--- config.mk ---
export PLATFORM = sky130hd
export DESIGN_NAME = sblh_lsu
export DESIGN_NICKNAME = d
export VERILOG_FILES = /design/src/rtl/sblh_lsu.v /design/src/rtl/sblh_entry.v
export VERILOG_INCLUDE_DIRS = /design/src /design/src/rtl
export SDC_FILE = /design/constraint.sdc
export NUM_CORES = 1
export LEC_CHECK = 0
export BUFFER_PORTS_ARGS = -buffer_cell sky130_fd_sc_hd__buf_2
export CAP_MARGIN = 20
export CORE_ASPECT_RATIO = 1.4
export CORE_MARGIN = 3
export CORE_UTILIZATION = 61
export CTS_CLUSTER_SIZE = 12
export DETAILED_ROUTE_END_ITERATION = 7
export PLACE_DENSITY_LB_ADDON = 0.2
export SYNTH_ARGS = -nofsm -noshare
export SYNTH_HDL_FRONTEND = slang
export SYNTH_SLANG_ARGS = --single-unit
--- constraint.sdc ---
create_clock -name core_clk -period 5.35 [get_ports core_clk]
set_input_delay 1.07 -clock core_clk [delete_from_list [all_inputs] [get_ports core_clk]]
set_output_delay 1.07 -clock core_clk [all_outputs]
set_load 0.02 [all_outputs]
--- src/rtl/sblh_consts.vh ---
// constants for the store buffer / load hazard pipeline block
`ifndef SBLH_CONSTS_VH
`define SBLH_CONSTS_VH
`define SBLH_AW        32
`define SBLH_DW        64
`define SBLH_HW_MSB    0
`define SBLH_SZ_W      2
`define SBLH_SZ_BYTE   2'h0
`define SBLH_SZ_HALF   2'h1
`define SBLH_SZ_WORD   2'h2
`define SBLH_SZ_DBL    2'h3
`define SBLH_SZ3HW     3'h6
`define SBLH_SZ1HW     3'h2
`define SBLH_SZ8B      3'h0
`define SBLH_ST_IDLE   2'h0
`define SBLH_ST_STORE  2'h1
`define SBLH_ST_REISS  2'h2
`define SBLH_ST_WRAP   2'h3
`define SBLH_LN_LSB    3
`define SBLH_OFS_MSB   2
`define SBLH_DBL_BYTES 17'h00008
`define SBLH_LANES_3HW 8'h3F
`define SBLH_LANES_DBL 8'hFF
`define SBLH_LANES_WD  8'h0F
`define SBLH_HW_BITS   16
`define SBLH_3HW_BITS  48
`define SBLH_PH_NONE   2'h0
`define SBLH_PH_FIRST  2'h1
`define SBLH_PH_WRAP   2'h2
`endif

--- src/rtl/sblh_lsu.v ---
// load-store pipeline control: store buffer, load hazard, circular split
// Operation
// - exactly one store buffer entry holds a deferred store
// - a store followed by a load goes into the store buffer
// - buffered store drains on a further store or an idle pipeline
// - dependent load cancelled, store done next cycle, load reissued same size
// - conflict if buffered store hits a half-word of wrapping first access that lies within its 8-byte line
// - circular effective address is buffer base plus index
// - wrapping half-aligned double load splits into 3 halves then 1 wrapped
`include "sblh_consts.vh"
module sblh_lsu (
  // clock and reset
  input  wire                  core_clk,
  input  wire                  arst_n,
  // pipeline request
  input  wire                  req_valid,
  output wire                  req_ready,
  input  wire                  req_store,
  input  wire                  req_circ,
  input  wire [`SBLH_AW-1:0]   req_addr,
  input  wire [`SBLH_AW-1:0]   req_base,
  input  wire [15:0]           req_index,
  input  wire [15:0]           req_length,
  input  wire [1:0]            req_size,
  input  wire [`SBLH_DW-1:0]   req_wdata,
  input  wire [7:0]            req_be,
  // load result
  output reg                   rsp_valid_ff,
  output reg  [`SBLH_DW-1:0]   rsp_data_ff,
  // scratchpad port
  output reg                   mem_req,
  output reg                   mem_we,
  output reg  [`SBLH_AW-1:0]   mem_addr,
  output reg  [2:0]            mem_size,
  output reg  [`SBLH_DW-1:0]   mem_wdata,
  output reg  [7:0]            mem_be,
  input  wire [`SBLH_DW-1:0]   mem_rdata
);
  // ------------------------------------------------------------
  // store buffer entry
  // ------------------------------------------------------------
  wire                sb_valid;
  wire [`SBLH_AW-1:0] sb_addr;
  wire [`SBLH_DW-1:0] sb_data;
  wire [7:0]          sb_be;
  reg                 sb_load;
  reg                 sb_clear;

  reg  [1:0]          state_ff;
  reg  [1:0]          nxt_state;
  reg  [`SBLH_AW-1:0] ld_addr_ff;
  reg  [2:0]          ld_size_ff;
  reg                 ld_wrap_ff;
  reg  [`SBLH_AW-1:0] wrap_addr_ff;
  reg  [`SBLH_AW-1:0] nxt_ld_addr;
  reg  [2:0]          nxt_ld_size;
  reg                 nxt_ld_wrap;
  reg  [`SBLH_AW-1:0] nxt_wrap_addr;
  reg  [1:0]          rd_phase_ff;
  reg  [1:0]          nxt_rd_phase;
  reg  [`SBLH_DW-1:0] part_ff;
  reg                 hold_store_ff;
  reg  [`SBLH_AW-1:0] hs_addr_ff;
  reg  [`SBLH_DW-1:0] hs_data_ff;
  reg  [7:0]          hs_be_ff;

  sblh_entry u_entry (
    .core_clk (core_clk),
    .arst_n   (arst_n),
    .load     (sb_load),
    .clear    (sb_clear),
    .addr_in  (hs_addr_ff),
    .data_in  (hs_data_ff),
    .be_in    (hs_be_ff),
    .valid_ff (sb_valid),
    .addr_ff  (sb_addr),
    .data_ff  (sb_data),
    .be_ff    (sb_be)
  );

  // ------------------------------------------------------------
  // address forming and wrap detection
  // ------------------------------------------------------------
  // effective address: base plus index in circular mode
  wire [`SBLH_AW-1:0] eff_addr = req_circ ? (req_base + {16'h0000, req_index})
                                          : req_addr;
  wire [16:0] idx_end  = {1'b0, req_index} + `SBLH_DBL_BYTES;
  wire        half_al  = req_index[1] & ~req_index[`SBLH_HW_MSB];
  wire        wraps    = req_circ & (req_size == `SBLH_SZ_DBL) & half_al
                         & (idx_end > {1'b0, req_length});
  wire [`SBLH_AW-1:0] first_addr = eff_addr;
  wire [2:0]  first_sz = wraps ? `SBLH_SZ3HW : {1'b0, req_size};

  // overlap of byte ranges, compared on 8-byte line plus lane mask
  wire [7:0]  ld_lanes = wraps ? (`SBLH_LANES_3HW << first_addr[`SBLH_OFS_MSB:0])
                               : (first_sz == {1'b0, `SBLH_SZ_DBL}) ? `SBLH_LANES_DBL
                               : (`SBLH_LANES_WD << first_addr[`SBLH_OFS_MSB:0]);
  // a held store enters the buffer in the very cycle its load is taken,
  // so it must be compared too or a dependent load reads stale memory
  wire                hz_valid = hold_store_ff | sb_valid;
  wire [`SBLH_AW-1:0] hz_addr  = hold_store_ff ? hs_addr_ff : sb_addr;
  wire [7:0]          hz_be    = hold_store_ff ? hs_be_ff : sb_be;
  wire        same_ln  = (hz_addr[`SBLH_AW-1:`SBLH_LN_LSB]
                          == first_addr[`SBLH_AW-1:`SBLH_LN_LSB]);
  wire        hazard   = hz_valid & same_ln & |(hz_be & ld_lanes);

  // ------------------------------------------------------------
  // control
  // ------------------------------------------------------------
  wire idle_st = (state_ff == `SBLH_ST_IDLE);
  assign req_ready = idle_st;
  wire take = req_valid & idle_st;

  always @* begin
    nxt_state     = state_ff;
    nxt_ld_addr   = ld_addr_ff;
    nxt_ld_size   = ld_size_ff;
    nxt_ld_wrap   = ld_wrap_ff;
    nxt_wrap_addr = wrap_addr_ff;
    nxt_rd_phase  = `SBLH_PH_NONE;
    sb_load       = 1'b0;
    sb_clear      = 1'b0;
    mem_req       = 1'b0;
    mem_we        = 1'b0;
    mem_addr      = {`SBLH_AW{1'b0}};
    mem_size      = `SBLH_SZ8B;
    mem_wdata     = {`SBLH_DW{1'b0}};
    mem_be        = 8'h00;
    case (state_ff)
      `SBLH_ST_IDLE: begin
        // buffered store drains on a new store or a bubble
        if (hold_store_ff && (!take || req_store)) begin
          mem_req   = 1'b1;
          mem_we    = 1'b1;
          mem_addr  = hs_addr_ff;
          mem_wdata = hs_data_ff;
          mem_be    = hs_be_ff;
        end else if (hold_store_ff) begin
          sb_load = 1'b1;
        end
        if (sb_valid && (!take || req_store)) begin
          mem_req   = 1'b1;
          mem_we    = 1'b1;
          mem_addr  = sb_addr;
          mem_wdata = sb_data;
          mem_be    = sb_be;
          sb_clear  = 1'b1;
        end
        if (take && !req_store) begin
          nxt_ld_addr   = first_addr;
          nxt_ld_size   = first_sz;
          nxt_ld_wrap   = wraps;
          nxt_wrap_addr = req_base;
          mem_req  = 1'b1;
          mem_addr = first_addr;
          mem_size = first_sz;
          if (hazard) begin
            // access issued then cancelled; store follows next cycle
            nxt_state = `SBLH_ST_STORE;
          end else begin
            nxt_rd_phase = `SBLH_PH_FIRST;
            if (wraps) nxt_state = `SBLH_ST_WRAP;
          end
        end
      end
      `SBLH_ST_STORE: begin
        mem_req   = 1'b1;
        mem_we    = 1'b1;
        mem_addr  = sb_addr;
        mem_wdata = sb_data;
        mem_be    = sb_be;
        sb_clear  = 1'b1;
        nxt_state = `SBLH_ST_REISS;
      end
      `SBLH_ST_REISS: begin
        // reissue keeps the original first-access size, not the wrap size
        mem_req      = 1'b1;
        mem_addr     = ld_addr_ff;
        mem_size     = ld_size_ff;
        nxt_rd_phase = `SBLH_PH_FIRST;
        nxt_state    = ld_wrap_ff ? `SBLH_ST_WRAP : `SBLH_ST_IDLE;
      end
      `SBLH_ST_WRAP: begin
        mem_req      = 1'b1;
        mem_addr     = wrap_addr_ff;
        mem_size     = `SBLH_SZ1HW;
        nxt_rd_phase = `SBLH_PH_WRAP;
        nxt_state    = `SBLH_ST_IDLE;
      end
      default: nxt_state = `SBLH_ST_IDLE;
    endcase
  end

  // ------------------------------------------------------------
  // registers and read data capture
  // ------------------------------------------------------------
  // the first part sits at its line offset; shift both parts down before merging
  wire [`SBLH_DW-1:0] part_sh = part_ff >> {ld_addr_ff[`SBLH_OFS_MSB:0], 3'h0};
  wire [`SBLH_DW-1:0] wrap_sh = mem_rdata >> {wrap_addr_ff[`SBLH_OFS_MSB:0], 3'h0};

  // read data is always taken from the access actually made, so a
  // foreign master touching the ram between cancel and reissue is harmless
  always @(posedge core_clk or negedge arst_n) begin
    if (!arst_n) begin
      state_ff      <= `SBLH_ST_IDLE;
      ld_addr_ff    <= {`SBLH_AW{1'b0}};
      ld_size_ff    <= `SBLH_SZ8B;
      ld_wrap_ff    <= 1'b0;
      wrap_addr_ff  <= {`SBLH_AW{1'b0}};
      rd_phase_ff   <= `SBLH_PH_NONE;
      part_ff       <= {`SBLH_DW{1'b0}};
      rsp_valid_ff  <= 1'b0;
      rsp_data_ff   <= {`SBLH_DW{1'b0}};
      hold_store_ff <= 1'b0;
      hs_addr_ff    <= {`SBLH_AW{1'b0}};
      hs_data_ff    <= {`SBLH_DW{1'b0}};
      hs_be_ff      <= 8'h00;
    end else begin
      state_ff     <= nxt_state;
      ld_addr_ff   <= nxt_ld_addr;
      ld_size_ff   <= nxt_ld_size;
      ld_wrap_ff   <= nxt_ld_wrap;
      wrap_addr_ff <= nxt_wrap_addr;
      rd_phase_ff  <= nxt_rd_phase;
      rsp_valid_ff <= 1'b0;
      // a store waits one slot to see whether a load follows it
      hold_store_ff <= take & req_store;
      if (take && req_store) begin
        hs_addr_ff <= eff_addr;
        hs_data_ff <= req_wdata;
        hs_be_ff   <= req_be;
      end
      if (rd_phase_ff == `SBLH_PH_FIRST) begin
        if (ld_wrap_ff) begin
          part_ff <= mem_rdata;
        end else begin
          rsp_valid_ff <= 1'b1;
          rsp_data_ff  <= mem_rdata;
        end
      end else if (rd_phase_ff == `SBLH_PH_WRAP) begin
        rsp_valid_ff <= 1'b1;
        rsp_data_ff  <= {wrap_sh[`SBLH_HW_BITS-1:0], part_sh[`SBLH_3HW_BITS-1:0]};
      end
    end
  end
endmodule

--- src/rtl/sblh_entry.v ---
// single store buffer entry register
`include "sblh_consts.vh"
module sblh_entry (
  // clock and reset
  input  wire                  core_clk,
  input  wire                  arst_n,
  // load and clear
  input  wire                  load,
  input  wire                  clear,
  input  wire [`SBLH_AW-1:0]   addr_in,
  input  wire [`SBLH_DW-1:0]   data_in,
  input  wire [7:0]            be_in,
  // held entry
  output reg                   valid_ff,
  output reg  [`SBLH_AW-1:0]   addr_ff,
  output reg  [`SBLH_DW-1:0]   data_ff,
  output reg  [7:0]            be_ff
);
  always @(posedge core_clk or negedge arst_n) begin
    if (!arst_n) begin
      valid_ff <= 1'b0;
      addr_ff  <= {`SBLH_AW{1'b0}};
      data_ff  <= {`SBLH_DW{1'b0}};
      be_ff    <= 8'h00;
    end else if (load) begin
      valid_ff <= 1'b1;
      addr_ff  <= addr_in;
      data_ff  <= data_in;
      be_ff    <= be_in;
    end else if (clear) begin
      valid_ff <= 1'b0;
    end
  end
endmodule

==> run summary <==
The run gives 0 as the final hold violation count. The count of fill cells added during filler insertion is 2876, and the post-synthesis net count is 2683. STA classifies the critical path endpoint as an output pin.

After floorplanning, the core was sized to cover 0.0377 sq mm. Counting buffers and inverters, the worst setup path is 11 cells deep. Once detail routing completed, the nets flagged for antenna violations numbered 0. The smallest clock period supported by the final layout is computed as 5150 ps.

The most frequently used flop master after synthesis is dfrtp_1. For this design, the sink count on the clock tree is 410. The logs give 0.959 for the weighted congestion reported at the end of routability-driven placement and 36.3% for the combined global-route utilization of all metal layers. For the unique cell type count in the Yosys netlist, the log shows 79. In this run the mean area of a mapped cell was 9.72 sq um. The layout cell share with drive strength beyond 1 is 28.8%, and the post-cts gate resize count is 0. For this run the aggregate overflow at the end of global routing stands at 0.

For this design the ratio of total power to cell area is 347 mW/mm^2. The register area share after synthesis is 43.8%. Broken down by cell family, the worst path's largest delay share belongs to compound AO/OA/AOI/OAI gates.

Setup repair after global routing left no endpoint under its margin. The leading area contributor after synthesis was dfrtp_1. The run finished with clean final reports. The destination of the critical timing path is mem_addr[22].

Synthesis inferred 410 register bits. Counting flops with a built-in enable in the synthesized netlist gives 0. TritonCTS built the clock tree.

The average via count per standard cell came out at 6.44. The master of the slowest instance on the critical path was fa_1. Cell chosen for the clock root: clkbuf_16.

For the total of max-cap violations, the log shows 0. The run gives 0 as the buffers inserted during post-CTS setup optimization. The element type at the critical path start was a primary input. At the pin with the least slew margin, the transition time is 1030 ps. The critical path arrival is 4080 ps. For the register-to-register path setup slack, the log shows 1720 ps. The Yosys step of the flow raised 0 warnings. Count of buffers from port buffering: 413. The initial utilization of the core area, before any placement, comes to 62.0%. The most frequent cell on the critical path is buf_2. The clock reaches the later pin of the worst-skew pair after 560 ps. Of all nets on the critical path, the largest fanout is 7. The worst reg-to-reg path cell count was 11; the sum of buffers and inverters on the critical path was 2.

The maximum buffer depth of the clock tree came out at 3. The tools report the number of global-route vias before repair as 21200. The tightest min-delay check is of the reg2reg type. The worst-case IR drop observed on VDD is 306 uV. The critical path starts at req_base[0]. The worst register-to-register path ends at state_ff[0]$_DFFE_PN0P_. The number of antenna violations at the first check in global routing is 19, and the post-synthesis instance area is 0.0234 sq mm. The die covers 0.0408 sq mm. On the worst path, the slowest cell contributes a delay of 450 ps.

For the final routed database, the setup TNS stands at 0 ps. In this run the most critical hold path is launched from wrap_addr_ff[23]$_DFFE_PN0P_. Detailed placement finished with a half-perimeter wire length of 52700 um. Traced cell by cell, the critical path runs through buf_2 > ha_1 > fa_1 > a21o_1 > a221oi_2 > o31a_1 > a211o_1 > xnor2_1 > mux2i_1 > o21ai_1 > buf_2.

The synthesized design devotes to its leading area cell type 43.8% of total area. The number of buffers added by the clock tree synthesis step is 42. The critical path is of the in2out type. In the synthesized netlist, the number of instances is 2408. After detailed routing, the number of remaining DRC violations is 0. The die is 172 um wide. The height of the die is 238 um. The logs give 117 for the maximum number of pins on one net before global-route repair and 0.194 GHz for the achievable clock frequency. The number of top-level pins came out at 414. After the last flow step, the layout net total stands at 3006. Post-synthesis async set-or-reset flop share: 100%. For this block, the routed nets add up to 75400 um of wire. The startpoint identified for the worst register-to-register timing path is hold_store_ff$_DFF_PN0_. Between clock sinks in the finished design, the worst skew comes to 21.0 ps.

After the first detailed-routing iteration, the DRC count stood at 2119. The routed layout has 20900 vias. The detailed-routing iteration count for the pre-antenna-repair pass is 8, and the relative max-transition margin is 31.1%. The global-route wire length before repair is 117000 um, and the average wire per standard cell is 23.3 um. STA puts the critical path data required time at 4280 ps. The worst hold slack was 478 ps; the clock-pin slew of the registers on the worst-case setup and hold paths was 60 ps. The run gives 0 as the total setup violations reported at the end of the flow. For this design the static power due to leakage is 12.9 nW. For the number of max-slew violations in the final report, the log shows 0. The level count of the clock H-tree came out at 2. For this design, the CTS-stage hold fixing added 0 buffers. The synthesis-to-layout area growth is 15.7%, and the number of cell rows is 84. Sorting the synthesized cells by area gives the leading types as dfrtp_1 (44%), mux2_2 (10%), nand2_1 (7.8%), mux2i_1 (4.1%), mux4_2 (3.4%). The final clock period utilization by the worst path was 96.2%.
==> metrics by stage <==
step	cells	util [%]	power, mW	worst slack [ps]	cell area (sq um)
after floorplan	2408	-	5.70	780	23400
after global placement	3160	68.4	6.52	330	25800
after detailed placement	3160	68.4	6.63	282	25800
after CTS	3227	71.7	9.39	258	27000
after global routing	3231	71.7	9.83	107	27000
final	3240	71.7	9.39	203	27100
==> report_power, final <==
part	leakage, nW	internal [mW]	switching [mW]
registers	4.99	3.64	0.431
clock network	0.596	1.53	1.23
logic	7.29	1.06	1.50
==> layout make-up <==
type	instances	area [sq um]	area share, %
antenna	13	32.5	0.120
clock buffer	63	1190	4.40
clock inverter	4	48.8	0.180
inverter	53	199	0.735
multi-input combinational	1766	12300	45.4
sequential	410	10300	37.9
tap	473	592	2.19
timing repair buffer	458	2460	9.11
==> worst min-delay path by stage <==
stage	end	slack, ps	depth (start not counted)
final	wrap_addr_ff[23]$_DFFE_PN0P_	480	2
after CTS	wrap_addr_ff[23]$_DFFE_PN0P_	470	2
after global placement	wrap_addr_ff[23]$_DFFE_PN0P_	460	2
after detailed placement	wrap_addr_ff[23]$_DFFE_PN0P_	460	2
after global routing	wrap_addr_ff[23]$_DFFE_PN0P_	490	2
after floorplan	wrap_addr_ff[10]$_DFFE_PN0P_	440	2
==> routing by layer <==
| metal | GRT usage (%) | part of all wire (%) | vias to the layer above |
|---|---|---|---|
| li1 | - | - | 9327 |
| met1 | 42.6 | 36 | 10200 |
| met2 | 59.0 | 48 | 1028 |
| met3 | 10.2 | 9.2 | 292 |
| met4 | 22.2 | 6.8 | 16 |
| met5 | 0 | 0.16 | - |
==> logic make-up after synthesis <==
group | Yosys count | synth area share [%]
flip-flops | 410 | 43.8
buffers and inverters | 232 | 3.91
AND/OR/NAND/NOR | 780 | 14.1
XOR/XNOR | 48 | 1.80
adder cells (fa/ha/maj) | 36 | 1.96
AO/OA/AOI/OAI | 557 | 16.6
multiplexers | 345 | 17.8
==> cell usage after synthesis (all sizes together), types with 11 or more instances <==
master and number:
o221ai 12, nand2 485, a21oi 96, ha 35, nand3 23, nor2 153, o21ai 156, nor2b 19
mux4 35, a21o 23, a211oi 34, mux2 213, xor2 17, inv 53, buf 47, xnor2 31
nand4 16, a22o 77, a222oi 35, nor3 11, clkbuf 132, nand2b 15, mux2i 97, a221oi 36
dfrtp 410
==> tightest hold or removal path: stages (launching register included) <==
cell	delay, ps
dfrtp_1	340
nand2_1	50
nand2_1	60
==> flip-flops by register name (all words and copies together), names as in the netlist, 2 cells and up <==
register and cells:
wrap_addr_ff 32, u_entry.data_ff 64, rsp_data_ff 64, ld_addr_ff 32
hs_data_ff 64, u_entry.be_ff 8, ld_size_ff 3, u_entry.addr_ff 32
hs_addr_ff 32, part_ff 64, state_ff 2, hs_be_ff 8
rd_phase_ff 2
==> cells in the final DEF, fill, tap and decap left out, types with 17 or more instances in the layout <==
cell / n
a21o_1: 23
nor2_1: 151
mux2i_1: 97
mux4_2: 35
clkbuf_16: 43
ha_1: 35
buf_4: 41
xor2_1: 17
buf_2: 412
nor2b_1: 18
mux2_2: 212
a222oi_1: 35
a22o_1: 77
nand2_1: 483
a21oi_1: 95
a211oi_1: 33
nand3_1: 22
o21ai_0: 144
xnor2_1: 31
dfrtp_1: 406
a221oi_1: 35
inv_1: 50
(Power assumes the default switching activity.)
